<file path="src/design/etg_regs.svh">
`ifndef ETG_REGS_SVH
`define ETG_REGS_SVH
`define ETG_CSR_ADDR 12'h7a9
`define ETG_TEST_BIT 31
`define ETG_IDLE_VALUE 32'h00000001
`define ETG_HEALTH_WINDOW 10'h3ff
`define ETG_REP_CUTOFF 6'h20
`define ETG_FATAL_ALARMS 4'h4
`define ETG_SELFTEST_CYCLES 8'h40
`define ETG_ZERO_CYCLES 8'h08
`define ETG_POOL_LAST 4'hf
`endif

</file>
<file path="src/design/etg_pkg.sv">
package etg_pkg;
    typedef enum logic [3:0] {
        ETG_SELFTEST = 4'h1,
        ETG_WAIT = 4'h2,
        ETG_READY = 4'h4,
        ETG_FAULT = 4'h8
    } etg_seed_e;
    typedef enum logic [2:0] {
        ETG_P_IDLE = 3'h1,
        ETG_P_ZERO = 3'h2,
        ETG_P_TEST = 3'h4
    } etg_phase_e;
endpackage : etg_pkg

</file>
<file path="src/design/entropy_test_mode_gate.sv">
// Functional notes
// - Test register reachable only in machine mode
// - Bit 31 enables test, alters seed
// - Test on: self-test state unless fatal
// - Test on: no waiting, ready, entropy
// - Leaving test: zeroize then self-test
// - Without test interface: read zero, drop writes
// - Idle test register reads fixed constant
// - Other bits vendor-defined, identify via ids
// - Raw test samples never reach seed data output
// - Reset clears all health-test counters
// - Cutoff gives self-test or fatal state
`timescale 1ns/1ps
`include "etg_regs.svh"
module entropy_test_mode_gate import etg_pkg::*; #(
    parameter bit HAS_TEST = 1'b1
) (
    input wire logic mclk,
    input wire logic rst_n,
    input wire logic csrRead,
    input wire logic csrWrite,
    input wire logic [11:0] csrAddr,
    input wire logic [31:0] csrWdata,
    input wire logic machineMode,
    input wire logic noiseBit,
    input wire logic seedTake,
    output logic [31:0] csrRdata_q,
    output logic csrHit_q,
    output logic [3:0] seedState_q,
    output logic [15:0] seedData_q
);
    // ****************************************************
    // Register access and test bit
    // ****************************************************
    logic nsMeta_q;
    logic nsSync_q;
    logic testEn_q;
    logic [30:0] rawSamples_q;
    logic hit;
    etg_seed_e state_q;
    etg_phase_e phase_q;
    logic [7:0] phaseCnt_q;
    logic [9:0] winCnt_q;
    logic [5:0] repCnt_q;
    logic [3:0] alarmCnt_q;
    logic [3:0] bitCnt_q;
    logic [15:0] pool_q;
    logic lastBit_q;
    logic cutoff;
    logic zeroDone;
    logic testDone;
    logic poolFull;

    assign hit = (csrAddr == `ETG_CSR_ADDR) && machineMode;

    // ****************************************************
    // Noise synchroniser
    // ****************************************************
    always_ff @(posedge mclk) begin
        nsMeta_q <= noiseBit;
        nsSync_q <= nsMeta_q;
    end

    // ****************************************************
    // Test enable and read data
    // ****************************************************
    always_ff @(posedge mclk) begin
        if (!rst_n) begin
            testEn_q <= 1'b0;
        end else if (HAS_TEST && csrWrite && hit) begin
            testEn_q <= csrWdata[`ETG_TEST_BIT];
        end
    end

    // Vendor bits carry a raw sample shift register, live only in test
    always_ff @(posedge mclk) begin
        if (!rst_n || !testEn_q) begin
            rawSamples_q <= '0;
        end else begin
            rawSamples_q <= {rawSamples_q[29:0], nsSync_q};
        end
    end

    always_ff @(posedge mclk) begin
        if (!rst_n) begin
            csrRdata_q <= '0;
            csrHit_q <= 1'b0;
        end else begin
            csrHit_q <= (csrRead || csrWrite) && hit;
            if (!(csrRead && hit) || !HAS_TEST) begin
                csrRdata_q <= '0;
            end else if (testEn_q) begin
                csrRdata_q <= {1'b1, rawSamples_q};
            end else begin
                csrRdata_q <= `ETG_IDLE_VALUE;
            end
        end
    end

    // ****************************************************
    // Health tests
    // ****************************************************
    assign cutoff = (repCnt_q == `ETG_REP_CUTOFF);

    always_ff @(posedge mclk) begin
        if (!rst_n) begin
            winCnt_q <= '0;
            repCnt_q <= '0;
            lastBit_q <= 1'b0;
        end else begin
            winCnt_q <= (winCnt_q == `ETG_HEALTH_WINDOW) ? '0 : winCnt_q + 10'h1;
            lastBit_q <= nsSync_q;
            if (nsSync_q != lastBit_q || cutoff || winCnt_q == `ETG_HEALTH_WINDOW) begin
                repCnt_q <= '0;
            end else begin
                repCnt_q <= repCnt_q + 6'h1;
            end
        end
    end

    always_ff @(posedge mclk) begin
        if (!rst_n) begin
            alarmCnt_q <= '0;
        end else if (cutoff && alarmCnt_q != `ETG_FATAL_ALARMS) begin
            alarmCnt_q <= alarmCnt_q + 4'h1;
        end
    end

    // ****************************************************
    // Seed state machine
    // ****************************************************
    assign zeroDone = (phaseCnt_q == `ETG_ZERO_CYCLES);
    assign testDone = (phaseCnt_q == `ETG_SELFTEST_CYCLES);
    assign poolFull = (bitCnt_q == `ETG_POOL_LAST);

    // Zeroize and self-test run after reset and again on every test exit
    // Zeroize holds at its start while test is on, so the whole
    // sequence always follows the clearing of the test bit
    always_ff @(posedge mclk) begin
        if (!rst_n) begin
            phase_q <= ETG_P_ZERO;
            phaseCnt_q <= '0;
        end else begin
            case (phase_q)
                ETG_P_IDLE: begin
                    if (testEn_q) begin
                        phase_q <= ETG_P_ZERO;
                        phaseCnt_q <= '0;
                    end
                end
                ETG_P_ZERO: begin
                    if (testEn_q) begin
                        phaseCnt_q <= '0;
                    end else if (zeroDone) begin
                        phase_q <= ETG_P_TEST;
                        phaseCnt_q <= '0;
                    end else begin
                        phaseCnt_q <= phaseCnt_q + 8'h1;
                    end
                end
                ETG_P_TEST: begin
                    if (testEn_q) begin
                        phase_q <= ETG_P_ZERO;
                        phaseCnt_q <= '0;
                    end else if (testDone) begin
                        phase_q <= ETG_P_IDLE;
                    end else begin
                        phaseCnt_q <= phaseCnt_q + 8'h1;
                    end
                end
                default: phase_q <= ETG_P_ZERO;
            endcase
        end
    end

    always_ff @(posedge mclk) begin
        if (!rst_n) begin
            state_q <= ETG_SELFTEST;
            bitCnt_q <= '0;
            pool_q <= '0;
        end else if (state_q == ETG_FAULT || alarmCnt_q == `ETG_FATAL_ALARMS) begin
            state_q <= ETG_FAULT;
            pool_q <= '0;
        end else if (testEn_q || phase_q != ETG_P_IDLE || cutoff) begin
            state_q <= ETG_SELFTEST;
            pool_q <= '0;
            bitCnt_q <= '0;
        end else begin
            case (state_q)
                ETG_READY: begin
                    if (seedTake) begin
                        state_q <= ETG_WAIT;
                        bitCnt_q <= '0;
                    end
                end
                ETG_SELFTEST, ETG_WAIT: begin
                    state_q <= ETG_WAIT;
                    pool_q <= {pool_q[14:0], nsSync_q};
                    bitCnt_q <= bitCnt_q + 4'h1;
                    if (poolFull) begin
                        state_q <= ETG_READY;
                    end
                end
                default: state_q <= ETG_SELFTEST;
            endcase
        end
    end

    // ****************************************************
    // Seed outputs
    // ****************************************************
    // Data leaves only in the ready state; nothing else can touch it
    always_ff @(posedge mclk) begin
        if (!rst_n) begin
            seedState_q <= ETG_SELFTEST;
            seedData_q <= '0;
        end else begin
            seedState_q <= state_q;
            seedData_q <= (state_q == ETG_READY) ? pool_q : '0;
        end
    end
endmodule : entropy_test_mode_gate

</file>
<file path="config.mk">
export PLATFORM = sky130hd
export DESIGN_NAME = entropy_test_mode_gate
export DESIGN_NICKNAME = d
export VERILOG_FILES = /design/src/design/etg_pkg.sv /design/src/design/entropy_test_mode_gate.sv
export VERILOG_INCLUDE_DIRS = /design/src /design/src/design
export SDC_FILE = /design/constraint.sdc
export NUM_CORES = 1
export LEC_CHECK = 0
export ABC_AREA = 1
export BUFFER_PORTS_ARGS = -buffer_cell sky130_fd_sc_hd__buf_2
export CAP_MARGIN = 30
export CORE_ASPECT_RATIO = 0.7
export CORE_MARGIN = 8
export CORE_UTILIZATION = 58
export DETAILED_ROUTE_END_ITERATION = 8
export PLACE_DENSITY = 0.86
export SLEW_MARGIN = 20
export SYNTH_ARGS = -nofsm -noshare
export SYNTH_HDL_FRONTEND = slang
export SYNTH_SLANG_ARGS = --single-unit
</file>
<file path="constraint.sdc">
create_clock -name mclk -period 3.6 [get_ports mclk]
set_clock_uncertainty 0.05 [all_clocks]
set_input_delay 0.36 -clock mclk [delete_from_list [all_inputs] [get_ports mclk]]
set_output_delay 0.36 -clock mclk [all_outputs]
set_load 0.005 [all_outputs]
</file>
==> results of run 1 <==
[area by class of cell]
class	count	area share
inverter	106	0.0633
multi-input combinational	387	0.294
tap	124	0.0247
clock inverter	12	0.0255
timing repair buffer	77	0.0643
clock buffer	20	0.0727
sequential	143	0.456
[state kept, by name, summed over array words and instances, names as in the netlist]
register      count
csrRdata_q       32
rawSamples_q     31
pool_q           16
seedData_q       16
winCnt_q         10
phaseCnt_q        8
repCnt_q          6
alarmCnt_q        4
bitCnt_q          4
seedState_q       4
state_q           4
phase_q           3
csrHit_q          1
lastBit_q         1
nsMeta_q          1
nsSync_q          1
testEn_q          1
[worst min-delay path by stage]
stage / to / slack [ns]
after global placement: nsSync_q$_DFF_P_ / 0.26
final: csrHit_q$_SDFF_PN0_ / 0.15
after detailed placement: nsSync_q$_DFF_P_ / 0.27
after CTS: csrHit_q$_SDFF_PN0_ / 0.14
after floorplan: nsSync_q$_DFF_P_ / 0.26
after global routing: csrHit_q$_SDFF_PN0_ / 0.16
[per-layer routing]
metal / GRT usage / up-vias / share of wire
li1: - / 2143 / -
met1: 0.224 / 1967 / 0.44
met2: 0.323 / 155 / 0.47
met3: 0.0682 / 21 / 0.082
met4: 0.0594 / 0 / 0.012
met5: 0 / - / 0
[Yosys cell counts (4+ instances only)]
| cell type | number |
|---|---|
| dfxtp_1 | 143 |
| nor2_1 | 133 |
| nand2_1 | 128 |
| inv_1 | 100 |
| nand3_1 | 26 |
| a21oi_1 | 25 |
| nand4_1 | 13 |
| o21ai_0 | 10 |
| a21oi_2 | 9 |
| ha_1 | 8 |
| buf_2 | 7 |
| clkbuf_1 | 6 |
| nor3_1 | 5 |
| xor2_1 | 5 |
| inv_2 | 4 |
[power groups by stage]
stage | logic (mW) | registers (mW) | clock network [mW]
2_1_floorplan | 0.219 | 1.66 | 0
3_3_place_gp | 0.269 | 1.67 | 0
3_5_place_dp | 0.281 | 1.67 | 0
4_1_cts | 0.286 | 1.64 | 1.81
5_1_grt | 0.329 | 1.64 | 1.89
6_report | 0.287 | 1.64 | 1.80
[repair_timing]
action / in CTS / in global routing
gates resized for setup: 0 / 0
endpoints found under the hold margin: 1 / 0
hold buffers: 1 / 0
[metrics by stage]
step	hold slack [ns]	util	setup slack (ns)	area [um^2]
detailed placement	0.271	0.636	1.58	5660
global route	0.161	0.707	1.67	6280
finish	0.150	0.707	1.81	6280
global placement	0.261	0.635	1.44	5640
floorplan	0.260	-	2.15	5190
CTS	0.140	0.707	1.83	6280
[worst max-delay path: stages (launching register included)]
cell	delay, ns
dfxtp_1	0.43
nor2_1	0.07
nand3_1	0.08
buf_4	0.24
clkinv_1	0.44
nand2_1	0.25
a21oi_2	0.09
[cell usage in the layout (no fill, tap or decap), types with 3 or more instances in the layout]
master / netlist / layout
dfxtp_1: 143 / 143
inv_1: 100 / 100
nor3_1: 5 / 5
o21ai_0: 10 / 10
clkbuf_16: 0 / 17
clkinvlp_4: 0 / 4
nand3b_1: 3 / 3
buf_2: 7 / 72
nand4_1: 13 / 13
bufinv_16: 0 / 3
inv_2: 4 / 4
a21oi_1: 25 / 25
clkinv_4: 0 / 3
ha_1: 8 / 8
nand2_1: 128 / 128
buf_4: 2 / 3
a21oi_2: 9 / 9
nor2_1: 133 / 133
nand3_2: 3 / 3
xor2_1: 5 / 5
nand3_1: 26 / 26
xnor2_1: 3 / 3
[cells by family (layout without fill, tap and decap cells)]
family                     Yosys count  in the layout  synth area share
and+or+nand+nor                    324            324             0.270
adders and majority gates            8              8            0.0193
AOI/OAI and AO/OA                   47             47            0.0530
xor gates and xnor gates             8              8            0.0135
buffers and inverters              122            215            0.0928
DFF                                143            143             0.552
==> flow_summary_export.csv, run 1 <==
group,metric,value,unit
status,outcome,"completed",
pwr,p_seq_frac,0.440,
cts,cts_made_buffers,17,
pwr,ir_drop,439,uV
pwr,p_total,3.72,mW
setup_path,r2r_setup_slack,1.81,ns
setup_path,crit_type,"register to register",
min_path,min_path_cells,3,
place,placed_cells,836,
cts,cts_tree,"done",
timing,period_share,0.498,
setup_path,cp-end-kind,"register",
global_route,grt_overflow,0,
route,viasPerCell,4.93,
cts,htree_levels,4,
route,first_iter_violations,324,
setup_path,regToRegStartpoint,"state_q[2]$_SDFFE_PP0P_",
cells_and_area,nets,791,
yosys,synthArstFlopShare,0,
place,io_buffers,72,
pwr,p_leak,2.68,nW
die,dieArea,12300,um^2
route,wl_per_cell,12.7,um
setup_path,cp_max_fo,21,
min_path,hold_path.startpoint,"csrWrite",
run,drv_cap,0,
pwr,clockPowerShare,0.483,
global_route,grt_start_max_net_pins,31,
cts,root_buffer,"clkbuf_16",
yosys,synth_area_leaders,"dfxtp_1, nor2_1, nand2_1",
setup_path,crit_required,3.84,ns
pwr,p_sw,0.884,mW
yosys,synth_cells,652,
route,ant_nets,0,
timing,setup_violations,0,
yosys,postSynthAreaPerCell,7.96,um^2
die,start_util,0.584,
cells_and_area,area_growth,21.0,%
yosys,synth_ff_type,"dfxtp_1",
yosys,synth.distinct_cells,33,
setup_path,cp.arrival,2.03,ns
timing,fmax,558,MHz
pwr,power_frac_comb,0.077,
yosys,synth.top_cell.area_share,0.552,
timing,fin_crit,1.79,ns
timing,drv_slew,0,
global_route,grt.total_usage,0.191,
cts,cts_setup_buffers,0,
timing,rsz0062_at_grt,"false",
setup_path,critPathCapture,"pool_q[0]$_SDFFE_PP0N_",
global_route,grt_pass1_wl,18.5,mm
route,first_pass_iters,5,
die,die_w,129,um
place,hpwlAfterDp,7.31,mm
yosys,yosys.area.top_type,"dfxtp_1",
yosys,synthesis.nets,711,
setup_path,startpoint,"state_q[2]$_SDFFE_PP0P_",
global_route,grt_pass1_vias,4085,
min_path,hp-class,"input port to register",
timing,finalSetupTns,0,ns
yosys,yosysWarningCount,0,
global_route,grt_antenna_before_repair,0,
cells_and_area,multiInputGateArea,1850,um^2
setup_path,critPathLaunchType,"register",
die,die_h,95.1,um
pwr,power_density,593,nW/um^2
yosys,ys_ff_latch,143,
die,core_region_area,8890,um^2
cts,clock_sinks,143,
timing,max_slew.worst_pin.slew,0.936,ns
cts,clk_latency,0.41,ns
pwr,p_int,2.84,mW
die,ioPinCount,104,
yosys,ys_seq_area_frac,0.552,
cts,clockBufferDepth,2,
setup_path,rr_worst_depth,6,
route,num_vias,4286,
cells_and_area,num-fill-cells,667,
route,drcViolationCount,0,
cells_and_area,fin_cells,869,
route,wl,11.1,mm
cells_and_area,drive_gt1_frac,0.181,
yosys,synth_enable_flop_cells,0,
cts,clkTransAtPathRegs,0.06,ns
die,num_rows,29,
cells_and_area,regArea,2860,um^2
yosys,netlist_area,5190,um^2
cells_and_area,diodes,0,
pwr,swShare,0.237,
setup_path,timing.rr.end,"pool_q[0]$_SDFFE_PP0N_",
timing,hold_viol,0,
place,place_congestion,0.914,
timing,slew_headroom,0.374,
Note: power is estimated with default switching activity, not from simulation.
==> run 2, diff against run 1 <==
Settings changed: ABC_AREA 1 to 0, CORE_UTILIZATION 58 to 54, PLACE_DENSITY 0.86 to 0.81.
Clock period 3.6 ns to 1.7 ns, I/O delays scaled along.
==> flow_summary_export.csv, run 2 <==
group,metric,value,unit
cells_and_area,largest_reg_flops,32,
timing,drv_slew,0,
pwr,clockPowerShare,0.503,
route,drcViolationCount,0,
yosys,synth_cells,498,
cells_and_area,mostFrequentLayoutCell,"dfxtp_1",
timing,period_share,1.03,
cts,cts_tree,"done",
pwr,p_leak,2.98,nW
pwr,power_frac_comb,0.028,
die,die_h,96.5,um
place,placed_cells,710,
cells_and_area,area_growth,33.2,%
route,viasPerCell,5.26,
cts,htree_levels,4,
route,ant_nets,0,
yosys,synth_enable_flop_cells,0,
cts,clk_latency,0.43,ns
die,num_rows,29,
timing,hold_viol,0,
timing,rsz0062_at_grt,"true",
setup_path,crit_type,"register to register",
place,hpwlAfterDp,7.17,mm
timing,setup_ws,-0.0578,ns
min_path,hp-class,"input port to register",
pwr,p_seq_frac,0.468,
timing,max_slew.worst_pin.slew,0.386,ns
yosys,yosysWarningCount,0,
global_route,grt_pass1_vias,3778,
yosys,synth.top_cell.area_share,0.573,
cts,clock_sinks,143,
place,io_buffers,72,
setup_path,critPathLaunchType,"register",
cells_and_area,fin_cells,748,
cells_and_area,diodes,0,
global_route,grt.total_usage,0.185,
die,dieArea,12600,um^2
cells_and_area,final_cell_mix,"dfxtp_1, buf_2, and3_1, nand2_1, buf_4",
yosys,yosys-top-cells-count,"dfxtp_1, and3_1, nand2_1, and2_1, nor2_1",
yosys,synthesis.nets,557,
route,num_vias,3936,
status,outcome,"complete, but fails checks",
cells_and_area,top_register,"csrRdata_q",
place,place_congestion,0.849,
yosys,netlist_area,5000,um^2
pwr,p_int,5.57,mW
yosys,synth.distinct_cells,60,
run,drv_cap,0,
global_route,grt_pass1_wl,18.0,mm
pwr,swShare,0.230,
yosys,yosysMostFrequentCell,"dfxtp_1",
yosys,ys_ff_latch,143,
yosys,synth_ff_type,"dfxtp_1",
cells_and_area,nets,670,
pwr,ir_drop,948,uV
route,first_pass_iters,4,
yosys,postSynthAreaPerCell,10.0,um^2
setup_path,cp.arrival,2.03,ns
setup_path,cp_max_fo,9,
yosys,synthArstFlopShare,0,
timing,slew_headroom,0.740,
timing,fmax,569,MHz
die,start_util,0.553,
route,first_iter_violations,238,
cts,root_buffer,"clkbuf_16",
yosys,yosys.area.top_type,"dfxtp_1",
setup_path,crit_required,1.97,ns
global_route,grt_start_max_net_pins,39,
cts,clockBufferDepth,2,
pwr,p_sw,1.66,mW
die,core_region_area,9030,um^2
pwr,power_density,1090,nW/um^2
timing,setup_violations,5,
route,wl_per_cell,15.3,um
status,violations,"setup timing",
cts,cts_made_buffers,17,
yosys,ys_seq_area_frac,0.573,
die,ioPinCount,104,
cts,clkTransAtPathRegs,0.06,ns
global_route,grt_overflow,0,
place,place_ws,-0.155,ns
global_route,grt_antenna_before_repair,0,
cells_and_area,top_regs,"csrRdata_q: 32 flops, rawSamples_q: 31 flops",
yosys,synth_area_leaders,"dfxtp_1, and3_1, and2_1",
cells_and_area,drive_gt1_frac,0.330,
route,wl,11.5,mm
timing,fin_crit,1.76,ns
setup_path,cp-end-kind,"register",
die,die_w,131,um
==> run 2: cell count changes after synthesis, sizes merged, moves of 7 or more <==
cell and delta:
nor2 -105, inv -90, nand3 -13, clkbuf +14, nand2 -80, nand4 -12
and3 +52, nand2b +7, a21oi -14, and2 +38
==> run 2: worst max-delay path, stage by stage (launching register included) <==
cell and delay [ns]:
dfxtp_2 0.32, or3_4 0.41, o21bai_1 0.22, a211oi_2 0.10, buf_4 0.18, a22o_1 0.18
a32o_1 0.19
==> run 2: final cells by class <==
class | instances | area (um^2)
flip-flops and latches | 143 | 2870
fillers | 614 | 2380
multi-input cells | 316 | 2220
repair buffers | 119 | 772
clock buffers | 18 | 439
well taps | 124 | 155
clock inverters | 14 | 148
inverters | 14 | 52.6
==> run 2: timing repair <==
item                       CTS  global route
pin swaps                    6            11
gates resized for setup     22            32
hold endpoints to repair     4             0
setup buffers                0             1
setup endpoints to repair   34            36
cloned                       0             1
hold buffers                 5             0
==> run 2: cell families (layout without fill, tap and decap cells) <==
| group | after synthesis | in the layout | share of synthesized area |
|---|---|---|---|
| AOI/OAI and AO/OA | 55 | 55 | 0.0751 |
| xor gates and xnor gates | 17 | 17 | 0.0298 |
| adders and majority gates | 8 | 8 | 0.0200 |
| buffers and inverters | 39 | 165 | 0.0318 |
| DFF | 143 | 143 | 0.573 |
| muxes | 2 | 2 | 0.00401 |
| and+or+nand+nor | 234 | 234 | 0.266 |
==> run 2: worst paths after layout <==
kind | slack [ns] | cells past startpoint | endpoint | startpoint
max reg2reg | -0.06 | 6 | phaseCnt_q[4]$_SDFFE_PN0P_ | phaseCnt_q[5]$_SDFFE_PN0P_
min reg2reg | 0.29 | 0 | nsSync_q$_DFF_P_ | nsMeta_q$_DFF_P_
max | -0.06 | 6 | phaseCnt_q[4]$_SDFFE_PN0P_ | phaseCnt_q[5]$_SDFFE_PN0P_
min | 0.12 | 3 | phase_q[0]$_SDFFE_PN0P_ | rst_n
==> run 2: stage by stage <==
step	setup TNS, ns	power, mW	hold slack [ns]	utilization	instance area [um^2]
finish	-0.155	7.24	0.120	0.737	6660
floorplan	-0.0963	3.56	0.148	-	5020
global route	-0.801	7.46	0.123	0.737	6660
global placement	-0.190	3.62	0.224	0.638	5760
detailed placement	-1.14	3.64	0.233	0.638	5760
CTS	-0.0368	7.24	0.127	0.719	6490
==> run 2: power by group through the flow <==
stage / logic, mW / clock network [mW] / registers [mW]
after floorplan: 0.0964 / 0 / 3.46
after global placement: 0.164 / 0 / 3.46
after detailed placement: 0.173 / 0 / 3.46
after CTS: 0.193 / 3.66 / 3.39
after global routing: 0.223 / 3.85 / 3.39
final: 0.204 / 3.64 / 3.39
==> run 2: routing by layer <==
layer,track usage,up-vias,wire (um)
li1,-,1936,-
met3,0.0630,23,734
met1,0.209,1869,4750
met2,0.317,108,5740
met4,0.0780,0,234
met5,0,-,0
